$ cat config.mk
export PLATFORM = sky130hd
export DESIGN_NAME = dam_modifier
export DESIGN_NICKNAME = d
export VERILOG_FILES = /design/src/hdl/dam_pkg.sv /design/src/hdl/dam_modifier.sv
export VERILOG_INCLUDE_DIRS = /design/src /design/src/hdl
export SDC_FILE = /design/constraint.sdc
export NUM_CORES = 1
export LEC_CHECK = 0
export ABC_AREA = 1
export BUFFER_PORTS_ARGS = -buffer_cell sky130_fd_sc_hd__buf_2
export CAP_MARGIN = 10
export CORE_AREA = 8 8 112 114
export CTS_BUF_LIST = sky130_fd_sc_hd__clkbuf_8
export CTS_CLUSTER_SIZE = 14
export DETAILED_ROUTE_END_ITERATION = 7
export DIE_AREA = 0 0 120 122
export HOLD_SLACK_MARGIN = 0.06
export PLACE_DENSITY = 0.88
export RECOVER_POWER = 100
export SLEW_MARGIN = 5
export SYNTH_ARGS = -nofsm -noshare
export SYNTH_HDL_FRONTEND = slang
export SYNTH_SLANG_ARGS = --single-unit
$ cat constraint.sdc
create_clock -name clk -period 10.8 [get_ports clk]
set_clock_uncertainty 0.2 [all_clocks]
set_input_delay 0.54 -clock clk [delete_from_list [all_inputs] [get_ports clk]]
set_output_delay 0.54 -clock clk [all_outputs]
set_load 0.005 [all_outputs]
$ cat src/hdl/dam_defines.svh
`ifndef DAM_DEFINES_SVH
`define DAM_DEFINES_SVH

// digit code layout: quinary in [2:0], binary half in [3], even in [4]
`define DAM_DIGITS    5
`define DAM_CODE_W    5
`define DAM_ADDR_W    25
`define DAM_Q_W       3
`define DAM_HALF_BIT  3
`define DAM_EVEN_BIT  4
`define DAM_BQ_W      7
`define DAM_BQ_LO_BIT 5
`define DAM_BQ_HI_BIT 6

// one-hot modification select positions
`define DAM_SEL_W       6
`define DAM_SEL_P00001  0
`define DAM_SEL_P97501  1
`define DAM_SEL_M00001  2
`define DAM_SEL_M00009  3
`define DAM_SEL_M00010  4
`define DAM_SEL_M00021  5

// digit values and pre-translation offsets
`define DAM_NINE    4'h9
`define DAM_ZERO    4'h0
`define DAM_FIVE    4'h5
`define DAM_TEN     5'h0A
`define DAM_NONE    4'h0
`define DAM_ONE     4'h1
`define DAM_TR_DN2  4'h2
`define DAM_TR_UP5  4'h5
`define DAM_TR_UP7  4'h7

// storage time of the modified digits before forwarding
`define DAM_CLK_NS   25
`define DAM_HOLD_NS  2000
`define DAM_HOLD_CYC (`DAM_HOLD_NS / `DAM_CLK_NS)
`define DAM_CNT_W    7

`endif

$ cat src/hdl/dam_pkg.sv
`include "dam_defines.svh"

package dam_pkg;

	typedef enum logic [2:0] {
		DAM_IDLE  = 3'b001,
		DAM_FIFTH = 3'b010,
		DAM_HOLD  = 3'b100
	} dam_state_type;

	typedef struct packed {
		logic [3:0] value;
		logic       carry;
		logic       borrow;
	} dam_step_type;

	typedef struct packed {
		dam_state_type                state;
		logic [`DAM_CNT_W-1:0]        cnt;
		logic [`DAM_SEL_W-1:0]        sel;
		logic [`DAM_CODE_W-1:0]       d5_in;
		logic                         chg4;
		logic [`DAM_CODE_W-1:0]       ff1;
		logic [`DAM_CODE_W-1:0]       ff2;
		logic [`DAM_CODE_W-1:0]       ff3;
		logic [`DAM_BQ_W-1:0]         bq4;
		logic [`DAM_CODE_W-1:0]       ff5;
		logic                         wr_valid;
		logic [`DAM_ADDR_W-1:0]       wr_addr;
	} dam_regs_type;

endpackage

$ cat src/hdl/dam_modifier.sv
// Notes on behaviour
// RL1: after offsets, every digit only steps up one, down one, or holds.
// RL2: digit 1 acts directly on the selected modifier, ignoring any carry.
// RL3: digits 2..4, and digit 5 except under plus-97501, step up on carry, down on borrow, else hold.
// RL4: minus-ten always makes digit 1 send a borrow to digit 2.
// RL5: digits 1 and 3 tell the next digit carry, borrow or no change.
// RL6: digit 1 carries only under plus-one or plus-97501 with digit nine.
// RL7: digits 2 and 4 send only change; its sense follows the modification.
// RL8: plus-97501 with a carry out of digit 4 holds digit 5.
// RL9: plus-97501 without a carry out of digit 4 decrements digit 5.
// RL10: digit 1 half flop sets for results five to nine.
// RL11: digits 1,3,4,5 set their half flop for results five to nine.
// RL12: digit 2 half flop sets for results zero to four, inverted at output.
// RL13: half detection covers original digit, step and translation offset.
// RL14: digits 1 and 5 set parity flop on even results.
// RL15: digits 2 and 3 set parity flop on odd results, inverted at output.
// RL16: parity follows original parity and oddness of the total change.
// RL17: digit 4 is held in seven biquinary flops for the hold time.
// RL18: digit 4 goes back to register code only where the write word forms.
// RL19: digit 1 borrows: -9 not nine, -1/-21 at zero, always -10.
// RL20: offsets: +97501 gives digit 3 +5, digit 4 +7; -21 gives digit 2 -2.
`timescale 1ns/1ps
`include "dam_defines.svh"

module dam_modifier (
	input  wire logic                   clk,      // 40 MHz clock
	input  wire logic                   sys_rst,  // sync reset, high
	input  wire logic                   start,    // take address and select
	input  wire logic [`DAM_ADDR_W-1:0] addr_in,  // five coded digits
	input  wire logic [`DAM_SEL_W-1:0]  mod_sel,  // one-hot modification
	output logic                        busy,     // modification in progress
	output logic [`DAM_BQ_W-1:0]        hold_bq4, // digit 4 biquinary store
	output logic                        wr_valid, // write word strobe
	output logic [`DAM_ADDR_W-1:0]      wr_addr   // modified address
);

	dam_pkg::dam_regs_type r_q;
	dam_pkg::dam_regs_type r_d;

	function automatic logic [3:0] code_to_val(
		input logic [`DAM_CODE_W-1:0] c
	);
		logic [3:0] q;
		q = {1'b0, c[`DAM_Q_W-1:0]};
		code_to_val = c[`DAM_HALF_BIT] ? q + `DAM_FIVE : q;
	endfunction

	// one step of wrap-around decimal shift by up or down amount
	// up and down stay below ten, so one wrap each way is enough
	function automatic dam_pkg::dam_step_type shift_digit(
		input logic [3:0] v,
		input logic [3:0] up,
		input logic [3:0] dn
	);
		logic [4:0]            s;
		dam_pkg::dam_step_type o;
		s = {1'b0, v} + {1'b0, up};
		o.carry = 1'b0;
		o.borrow = 1'b0;
		if (s >= `DAM_TEN)
		begin
			o.carry = 1'b1;
			s = s - `DAM_TEN;
		end
		if (s < {1'b0, dn})
		begin
			o.borrow = 1'b1;
			s = s + `DAM_TEN;
		end
		s = s - {1'b0, dn};
		o.value = s[3:0];
		return o;
	endfunction

	// offset first, then a single +1/-1/hold
	function automatic dam_pkg::dam_step_type modify_digit(
		input logic [3:0] v,
		input logic [3:0] off_up,
		input logic [3:0] off_dn,
		input logic       inc,
		input logic       dec
	);
		dam_pkg::dam_step_type t;
		dam_pkg::dam_step_type m;
		t = shift_digit(v, off_up, off_dn);
		m = shift_digit(t.value, inc ? `DAM_ONE : `DAM_NONE,
			dec ? `DAM_ONE : `DAM_NONE); // RL1
		m.carry = m.carry | t.carry;
		m.borrow = m.borrow | t.borrow;
		return m;
	endfunction

	// result parity from source parity and oddness of the change
	function automatic logic result_odd(
		input logic [3:0] v,
		input logic [3:0] off_up,
		input logic [3:0] off_dn,
		input logic       changed
	);
		result_odd = v[0] ^ off_up[0] ^ off_dn[0] ^ changed; // RL16
	endfunction

	function automatic logic [`DAM_Q_W-1:0] quinary(input logic [3:0] v);
		logic [3:0] q;
		q = (v >= `DAM_FIVE) ? v - `DAM_FIVE : v;
		quinary = q[`DAM_Q_W-1:0];
	endfunction

	// flop image to register code; some stages store inverted senses
	function automatic logic [`DAM_CODE_W-1:0] flops_to_code(
		input logic [`DAM_CODE_W-1:0] f,
		input logic                   inv_half,
		input logic                   inv_par
	);
		flops_to_code = {f[`DAM_EVEN_BIT] ^ inv_par,
			f[`DAM_HALF_BIT] ^ inv_half, f[`DAM_Q_W-1:0]};
	endfunction

	function automatic logic [`DAM_BQ_W-1:0] val_to_bq(input logic [3:0] v);
		logic [`DAM_BQ_W-1:0] b;
		b = '0;
		b[quinary(v)] = 1'b1;
		if (v >= `DAM_FIVE)
			b[`DAM_BQ_HI_BIT] = 1'b1;
		else
			b[`DAM_BQ_LO_BIT] = 1'b1;
		return b;
	endfunction

	function automatic logic [`DAM_CODE_W-1:0] bq_to_code(
		input logic [`DAM_BQ_W-1:0] b
	);
		logic [`DAM_Q_W-1:0] q;
		logic [3:0]          v;
		// an empty quinary group reads as zero rather than unknown
		q = '0;
		for (int i = 0; i < 5; i++)
			if (b[i])
				q = i[`DAM_Q_W-1:0];
		v = b[`DAM_BQ_HI_BIT] ? {1'b0, q} + `DAM_FIVE : {1'b0, q};
		bq_to_code = {~v[0], b[`DAM_BQ_HI_BIT], q};
	endfunction

	logic                  sel_p1;
	logic                  sel_p97;
	logic                  sel_m1;
	logic                  sel_m9;
	logic                  sel_m10;
	logic                  sel_m21;
	logic                  additive;
	logic [3:0]            v1;
	logic [3:0]            v2;
	logic [3:0]            v3;
	logic [3:0]            v4;
	logic [3:0]            v5;
	logic [3:0]            up3;
	logic [3:0]            up4;
	logic [3:0]            dn2;
	logic                  inc1;
	logic                  dec1;
	logic                  inc2;
	logic                  dec2;
	logic                  digit1_carry_next;
	logic                  digit1_borrow_next;
	logic                  digit1_hold_next;
	logic                  digit2_change_next;
	logic                  inc3;
	logic                  dec3;
	logic                  inc4;
	logic                  dec4;
	logic                  inc5;
	logic                  dec5;
	logic                  add5;
	logic                  chg4;
	dam_pkg::dam_step_type s1;
	dam_pkg::dam_step_type s2;
	dam_pkg::dam_step_type s3;
	dam_pkg::dam_step_type s4;
	dam_pkg::dam_step_type s5;
	logic [`DAM_CODE_W-1:0] img1;
	logic [`DAM_CODE_W-1:0] img2;
	logic [`DAM_CODE_W-1:0] img3;
	logic [`DAM_CODE_W-1:0] img5;
	logic [`DAM_CODE_W-1:0] out1;
	logic [`DAM_CODE_W-1:0] out2;
	logic [`DAM_CODE_W-1:0] out3;
	logic [`DAM_CODE_W-1:0] out4;
	logic [`DAM_CODE_W-1:0] out5;

	// digits 1..4 act on the live inputs in the start cycle
	always_comb
	begin
		// a select with two or more bits set is undefined and not guarded
		sel_p1  = mod_sel[`DAM_SEL_P00001];
		sel_p97 = mod_sel[`DAM_SEL_P97501];
		sel_m1  = mod_sel[`DAM_SEL_M00001];
		sel_m9  = mod_sel[`DAM_SEL_M00009];
		sel_m10 = mod_sel[`DAM_SEL_M00010];
		sel_m21 = mod_sel[`DAM_SEL_M00021];
		additive = sel_p1 | sel_p97;
		v1 = code_to_val(addr_in[0 +: `DAM_CODE_W]);
		v2 = code_to_val(addr_in[5 +: `DAM_CODE_W]);
		v3 = code_to_val(addr_in[10 +: `DAM_CODE_W]);
		v4 = code_to_val(addr_in[15 +: `DAM_CODE_W]);
		dn2 = sel_m21 ? `DAM_TR_DN2 : `DAM_NONE; // RL20
		up3 = sel_p97 ? `DAM_TR_UP5 : `DAM_NONE; // RL20
		up4 = sel_p97 ? `DAM_TR_UP7 : `DAM_NONE; // RL20
	end

	// carry chain through digits 1..4 from the decoded selects
	always_comb
	begin

		inc1 = sel_p1 | sel_p97 | sel_m9; // RL2
		dec1 = sel_m1 | sel_m21; // RL2
		s1 = modify_digit(v1, `DAM_NONE, `DAM_NONE, inc1, dec1);
		digit1_carry_next = additive & (v1 == `DAM_NINE); // RL6
		digit1_borrow_next = (sel_m9 & (v1 != `DAM_NINE))
			| ((sel_m1 | sel_m21) & (v1 == `DAM_ZERO))
			| sel_m10; // RL19 RL4
		digit1_hold_next = ~digit1_carry_next & ~digit1_borrow_next; // RL5

		// minus-ten reaches digit 2 as a borrow from digit 1
		inc2 = digit1_carry_next; // RL3
		dec2 = digit1_borrow_next; // RL3 RL4
		s2 = modify_digit(v2, `DAM_NONE, dn2, inc2, dec2); // RL3
		digit2_change_next = s2.carry | s2.borrow; // RL7

		inc3 = digit2_change_next & additive; // RL7
		dec3 = digit2_change_next & ~additive; // RL7
		s3 = modify_digit(v3, up3, `DAM_NONE, inc3, dec3); // RL3

		inc4 = s3.carry; // RL3 RL5
		dec4 = s3.borrow; // RL3 RL5
		s4 = modify_digit(v4, up4, `DAM_NONE, inc4, dec4); // RL3
		chg4 = s4.carry | s4.borrow; // RL7

		img1 = {~result_odd(v1, `DAM_NONE, `DAM_NONE, inc1 | dec1), // RL14
			s1.value >= `DAM_FIVE, quinary(s1.value)}; // RL10 RL11
		img2 = {result_odd(v2, `DAM_NONE, dn2,
				~digit1_hold_next), // RL15
			s2.value < `DAM_FIVE, quinary(s2.value)}; // RL12 RL13
		img3 = {result_odd(v3, up3, `DAM_NONE,
				digit2_change_next), // RL15
			s3.value >= `DAM_FIVE, quinary(s3.value)}; // RL11 RL13
	end

	// digit 5 acts one cycle later on held inputs, like the late stage
	always_comb
	begin
		v5 = code_to_val(r_q.d5_in);
		add5 = r_q.sel[`DAM_SEL_P00001] | r_q.sel[`DAM_SEL_P97501];
		if (r_q.sel[`DAM_SEL_P97501])
		begin
			inc5 = 1'b0; // RL8
			dec5 = ~r_q.chg4; // RL9
		end
		else
		begin
			inc5 = r_q.chg4 & add5; // RL7
			dec5 = r_q.chg4 & ~add5; // RL7
		end
		s5 = modify_digit(v5, `DAM_NONE, `DAM_NONE, inc5, dec5); // RL3
		img5 = {~result_odd(v5, `DAM_NONE, `DAM_NONE, inc5 | dec5), // RL14
			s5.value >= `DAM_FIVE, quinary(s5.value)}; // RL11 RL13
	end

	// stored flop images back to register code; digit 4 converts only here
	always_comb
	begin
		out1 = flops_to_code(r_q.ff1, 1'b0, 1'b0);
		out2 = flops_to_code(r_q.ff2, 1'b1, 1'b1); // RL12 RL15
		out3 = flops_to_code(r_q.ff3, 1'b0, 1'b1); // RL15
		out4 = bq_to_code(r_q.bq4); // RL18
		out5 = flops_to_code(r_q.ff5, 1'b0, 1'b0);
	end

	always_comb
	begin
		r_d = r_q;
		r_d.wr_valid = 1'b0;
		unique case (r_q.state)
			dam_pkg::DAM_IDLE:
			begin
				if (start)
				begin
					// digit 5 works a cycle late, so keep what it needs
					r_d.sel = mod_sel;
					r_d.d5_in = addr_in[20 +: `DAM_CODE_W];
					r_d.chg4 = chg4;
					r_d.ff1 = img1;
					r_d.ff2 = img2;
					r_d.ff3 = img3;
					r_d.bq4 = val_to_bq(s4.value); // RL17
					r_d.cnt = '0;
					r_d.state = dam_pkg::DAM_FIFTH;
				end
			end
			dam_pkg::DAM_FIFTH:
			begin
				r_d.ff5 = img5;
				r_d.cnt = r_q.cnt + 1'b1;
				r_d.state = dam_pkg::DAM_HOLD;
			end
			dam_pkg::DAM_HOLD:
			begin
				r_d.cnt = r_q.cnt + 1'b1;
				// storage lasts the full hold time, then one forward
				if (r_q.cnt == `DAM_CNT_W'(`DAM_HOLD_CYC - 1)) // RL17
				begin
					r_d.wr_valid = 1'b1;
					r_d.wr_addr = {out5, out4, out3, out2, out1}; // RL18
					r_d.state = dam_pkg::DAM_IDLE;
				end
			end
			default:
			begin
				r_d.state = dam_pkg::DAM_IDLE;
			end
		endcase
	end

	always_ff @(posedge clk)
	begin
		if (sys_rst)
		begin
			// outputs read zero; the store is not biquinary until a take
			r_q <= '0;
			r_q.state <= dam_pkg::DAM_IDLE;
		end
		else
		begin
			r_q <= r_d;
		end
	end

	// handshake flag read straight from the state register
	assign busy = (r_q.state != dam_pkg::DAM_IDLE);
	// the store stays readable after the forward, until the next take
	assign hold_bq4 = r_q.bq4;
	assign wr_valid = r_q.wr_valid;
	assign wr_addr = r_q.wr_addr;

endmodule

; Word-level counts from Yosys, hierarchy flattened
; Cells that the tools add are included.
[op_classes]
add_sub_neg = 45
multipliers = 0
div_mod_pow = 0
magnitude_cmp = 28
n_eq_ne = 9
shifts = 0
muxes = 71
bitwise = 43
reduce_logical = 9
[ops]
columns = operator, count
row1 = two-way mux 4 bit, 15
row2 = two-way mux 5 bit, 10
row3 = two-way mux 44 bit, 1
row4 = adder 4 bit (second input constant), 10
row5 = >= comparator 5 x 4 -> 1 bit (second input constant), 7
row6 = subtractor 5 x 4 -> 5 bit (second input constant), 7
row7 = two-way mux 3 bit, 11
row8 = two-way mux 1 bit, 29
row9 = two-way mux 26 bit, 1
row10 = adder 4 x 1 -> 5 bit, 5
row11 = < comparator 5 x 1 -> 1 bit, 5
row12 = adder 3 x 3 -> 4 bit (second input constant), 5
row13 = >= comparator 4 x 3 -> 1 bit (second input constant), 5
row14 = < comparator 5 x 1 -> 1 bit (second input constant), 4
row15 = subtractor 4 x 1 -> 4 bit, 5
row16 = bitwise OR 1 bit, 16
row17 = subtractor 3 bit (second input constant), 5
row18 = subtractor 4 x 4 -> 5 bit (second input constant), 3
row19 = one-hot mux 7 bit (2 select lines), 1
row20 = NOT 1 bit, 13
row21 = >= comparator 4 bit (second input constant), 3
row22 = adder 4 x 3 -> 5 bit, 2
row23 = one-hot mux 3 bit (3 select lines), 1
row24 = AND 1 bit, 8
row25 = 23 further kinds, 33
[totals]
register_bits = 75
latch_bits = 0
ram_bits = 0
rom_bits = 0
inputBits = 34
out_inout_bits = 34
wordCells = 217
mem_count = 0

; Depth between registers and ports, before layout
[logic_depth]
ltp_word = 36
mapped_depth = 68
ltp_nobuf = 68

; Worst setup path after synthesis
; Ideal clock, no wire load.
[synth_timing]
kind = input port to flip-flop
from = input addr_in[5]
to = register r_q, in the netlist hold_bq4[3]
setup_time_ps = 71
arrival_time_ps = 8030
required_ps = 10529
setup_slack_ps = 2500
stages = 65
n_path_buf = 0
path_cell_list = ha_1 nand2_1 nand2_1 inv_1 ha_1 inv_1 ha_1 inv_1 o21ai_2 nand2_1 nand2_1 nor2_1 nand2_1 inv_1 nor2_1 ha_1 inv_1 ha_1 [29 not listed] inv_1 nand3_1 inv_1 ha_1 a21oi_1 o21ai_0 nand2_1 ha_1 ha_1 inv_1 or2_2 nand3_1 nand3_2 nand2_1 nand2_1 nor2_1 nand2_1 a21oi_1
[synth_via]
elab_chain_cells = 33
elab_cells_between_ends = 52
cone_classes = 13 x add/sub / 11 x order compare / 20 x mux / 7 x bitwise / 1 x reduce/logical
[synth_lines]
columns = element, line
row1 = start: declaration, dam_modifier.sv:29  ; input wire logic [`DAM_ADDR_W-1:0] addr_in,
row2 = adder 3 x 3 -> 4 bit (no line), n/a
row3 = two-way mux 4 bit *, dam_modifier.sv:45  ; code_to_val = c[`DAM_HALF_BIT] ? q + `DAM_FIVE : q;
row4 = subtractor 4 x 4 -> 5 bit (no line) / >= comparator 4 bit (equally long branches), n/a
row5 = two-way mux 5 bit, dam_modifier.sv:60  ; if (s >= `DAM_TEN)
row6 = adder 4 bit (no line) / < comparator 5 x 2 -> 1 bit (equally long branches), n/a
row7 = two-way mux 4 bit, dam_modifier.sv:65  ; if (s < {1'b0, dn})
row8 = subtractor 4 x 2 -> 4 bit, dam_modifier.sv:70  ; s = s - {1'b0, dn};
row9 = adder 4 x 1 -> 5 bit, dam_modifier.sv:57  ; s = {1'b0, v} + {1'b0, up};
row10 = [17 not listed], n/a
row11 = two-way mux 4 bit, dam_modifier.sv:65
row12 = subtractor 4 x 1 -> 4 bit *, dam_modifier.sv:70
row13 = >= comparator 4 x 3 -> 1 bit (no line) / subtractor 3 bit (equally long branches), n/a
row14 = two-way mux 3 bit *, dam_modifier.sv:105  ; q = (v >= `DAM_FIVE) ? v - `DAM_FIVE : v;
row15 = < comparator 3 x 4 -> 1 bit (implied by the code) / >= comparator 3 x 1 -> 1 bit (equally long branches), dam_modifier.sv:122  ; b[quinary(v)] = 1'b1;
row16 = logical AND 1 bit (implied by the code), dam_modifier.sv:122
row17 = two-way mux 1 bit (implied by the code), dam_modifier.sv:122
row18 = demux 1 bit (select 3 bit) *, dam_modifier.sv:122
row19 = end signal: assignment, dam_modifier.sv:333  ; r_q <= r_d;
row20 = end: declaration, dam_modifier.sv:37  ; dam_pkg::dam_regs_type r_q;
; Every way passes the cells marked *; elsewhere a longest branch is shown, timed or not.
; A chain may end at the register's enable or synchronous reset.

; Worst setup path in the final report
[layout_timing]
from = input addr_in[5]
to = register r_q, in the netlist hold_bq4[2]
; Same word-level chain as after synthesis.

==> out/qor.txt <==
Netlist cell types: 44
reg-to-reg critical path endpoint: out5[0]
pin count of the biggest net entering global routing: 44
worst skew pair latency: 350 ps
RSZ-0062 raised after global routing: false
total negative slack: 0 ps
Post-Synthesis Cell Area: 0.00648 sq mm
crit-path max cell delay: 340 ps
worst-margin pin slew: 1370 ps
cell family with most CP delay: simple AND/OR/NAND/NOR gates
CP Depth: 66
Routed WL per cell: 11.0 um
critical path type: input port to flop
GP Congestion: 0.817
initial antenna violation count: 0
Storage cell area: 0.00140 sq mm
HP Class: input port to flop
post-layout min period: 9470 ps
number of synthesized flops with an enable pin: 0
Synth Warn #: 0
clock tree buffer depth: 2
CP Launch Type: input port
DP Cell Count: 1169
Worst Setup EP: hold_bq4[2]
Worst Path Max Fanout: 5
asr flop ratio synth: 0%
register area share after synthesis: 21.6%
share of layout cells above drive strength 1: 9.09%
Total GRT Usage: 18.3%
Clock Sinks: 70
Multi-input gate area: 0.00407 sq mm
CTS Buf Count: 9
Setup crit end kind: flop
worst reg2reg path depth: 34
total of max-cap violations: 0
core box area: 0.0107 sq mm
fin. max-slew vios: 0
CP Data Arrival Time: 9540 ps
syn_nets: 1119
CTS H-tree depth: 3
syn avg cell area: 6.39 sq um
first-pass GRT wire length: 23400 um
relative slew slack: 8.80%
Die X: 120 um
Layout Cells excl Fill: 1185
ratio of final minimum period to clock period: 87.7%
post-synthesis instance total: 1014
I/O Pins: 68
routed vias: 6143
Synth Flop Type: dfxtp_1
post-CTS setup buffers: 0
synth-to-layout area growth: 5.10%
Worst setup startpoint: addr_in[5]
slack of the worst reg-to-reg path: 5170 ps
critical register-to-register path startpoint: r_q[54]
CP most frequent cell: nand2_1
Post-synth top cells: nand2_1 (222), inv_1 (162), nor2_1 (103), nand3_1 (85)
Hold Vio Cnt, Final: 0
Final nets: 1145
DRC: 0
FILL cells: 967
Setup WS post-layout: 1330 ps
Max stage delay cell, worst path: ha_1
1st-pass router iterations: 5
Leak: 3.64 nW
CTS tree: done
Root Driver: clkbuf_8
top-count cell post-synth: nand2_1
post-synth top area share: 21.6%
Crit path required time: 10870 ps
Seq cells post-synth: 70
PD cells: 229 mW/mm^2
chip height: 122 um
Yosys top cell by area: dfxtp_1
Post-Place Worst Slack: 1260 ps
grt ovf: 0
Final setup viols: 0
Critical path buffers and inverters: 13
Die ar.: 0.0146 sq mm
Max VDD drop: 115 uV
dpl hpwl: 10000 um
cts repair resizes: 0
Post-Route WL: 13100 um
Vias/cell: 5.18
Routed Antenna Nets: 0
Worst-path clk slew: 80 ps
n_diodes: 0
vias in the first global route: 5846
run status: completed
fmax: 106 MHz
initial core utilization: 60.6%
synth top area cells: dfxtp_1 (22%), ha_1 (14%), nand2_1 (13%)
CTS Hold Bufs: 0
DR iter-0 viols: 335
Core Rows: 38
# port buffers: 62
area by class of cell:
| type | count | share of cell area [%] |
|---|---|---|
| clock buffer | 9 | 1.82 |
| clock inverter | 7 | 1.45 |
| inverter | 177 | 9.75 |
| multi-input combinational | 718 | 59.8 |
| sequential | 70 | 20.6 |
| tap | 140 | 2.57 |
| timing repair buffer | 64 | 4.06 |
stage by stage:
step / cell area (sq um) / power [W] / util [%] / hold WS (ps)
after floorplan: 6480 / 0.00116 / - / 200
after global placement: 6680 / 0.00130 / 62.4 / 215
after detailed placement: 6680 / 0.00133 / 62.4 / 222
after CTS: 6900 / 0.00157 / 64.5 / 215
after global routing: 6810 / 0.00175 / 63.7 / 253
final: 6810 / 0.00156 / 63.7 / 228
flip-flops by register name (all words and copies together), names as in the netlist:
signal	count
out1	5
r_q	20
out3	4
wr_valid	1
out5	5
out2	3
wr_addr	25
hold_bq4	7
report_power, final:
group          switching [W]  internal [W]  leakage (nW)
Combinational       0.000651      0.000370          2.96
Clock               0.000105      0.000131         0.109
Sequential         0.0000170      0.000284         0.570
Total               0.000773      0.000784          3.64
metal layers:
layer	vias up	GRT usage (%)	wire length, um
met5	-	0	0
met4	0	7.18	259
met3	22	2.31	476
met2	93	35.1	6380
met1	2758	20.2	5930
li1	3270	-	-
layout by cell type, fill, tap and decap left out, drive strengths merged, types with 6 or more instances in the layout:
master	Yosys	layout
inv	175	175
nand3	92	92
clkbuf	16	44
o211ai	7	7
nor2	105	105
nand4	21	21
a21oi	39	39
dfxtp	70	70
o21ai	70	70
nand2	243	243
nand3b	9	9
clkinv	2	6
buf	33	29
xor2	18	18
ha	70	70
xnor2	6	6
nor3	6	6
worst min path at each step:
stage                            from          to  slack [ps]  cells after the start
final                     addr_in[20]     r_q[54]         230                      3
after floorplan               r_q[46]  wr_addr[8]         200                      1
after detailed placement      r_q[47]  wr_addr[9]         220                      1
after global placement        r_q[46]  wr_addr[8]         220                      1
after global routing      addr_in[20]     r_q[54]         250                      3
after CTS                 addr_in[20]     r_q[54]         220                      3
worst register-to-register path, delay by kind of cell, from the launching register on:
kind,cells,cell delay [ps]
AO/OA/AOI/OAI,4,570
buffers and inverters,5,420
flip-flops,1,350
XOR/XNOR,2,560
AND/OR/NAND/NOR,15,1590
adder cells (fa/ha/maj),8,1810
cells by family (layout without fill, tap and decap cells):
| logic type | Yosys count | count (layout) | synth area share (%) |
|---|---|---|---|
| and+or+nand+nor | 483 | 483 | 33.1 |
| DFF | 70 | 70 | 21.6 |
| AOI/OAI and AO/OA | 140 | 140 | 12.5 |
| buffers and inverters | 226 | 257 | 15.0 |
| adders and majority gates | 71 | 71 | 13.8 |
| xor gates and xnor gates | 24 | 24 | 3.94 |
Note: power is estimated with default switching activity, not from simulation.
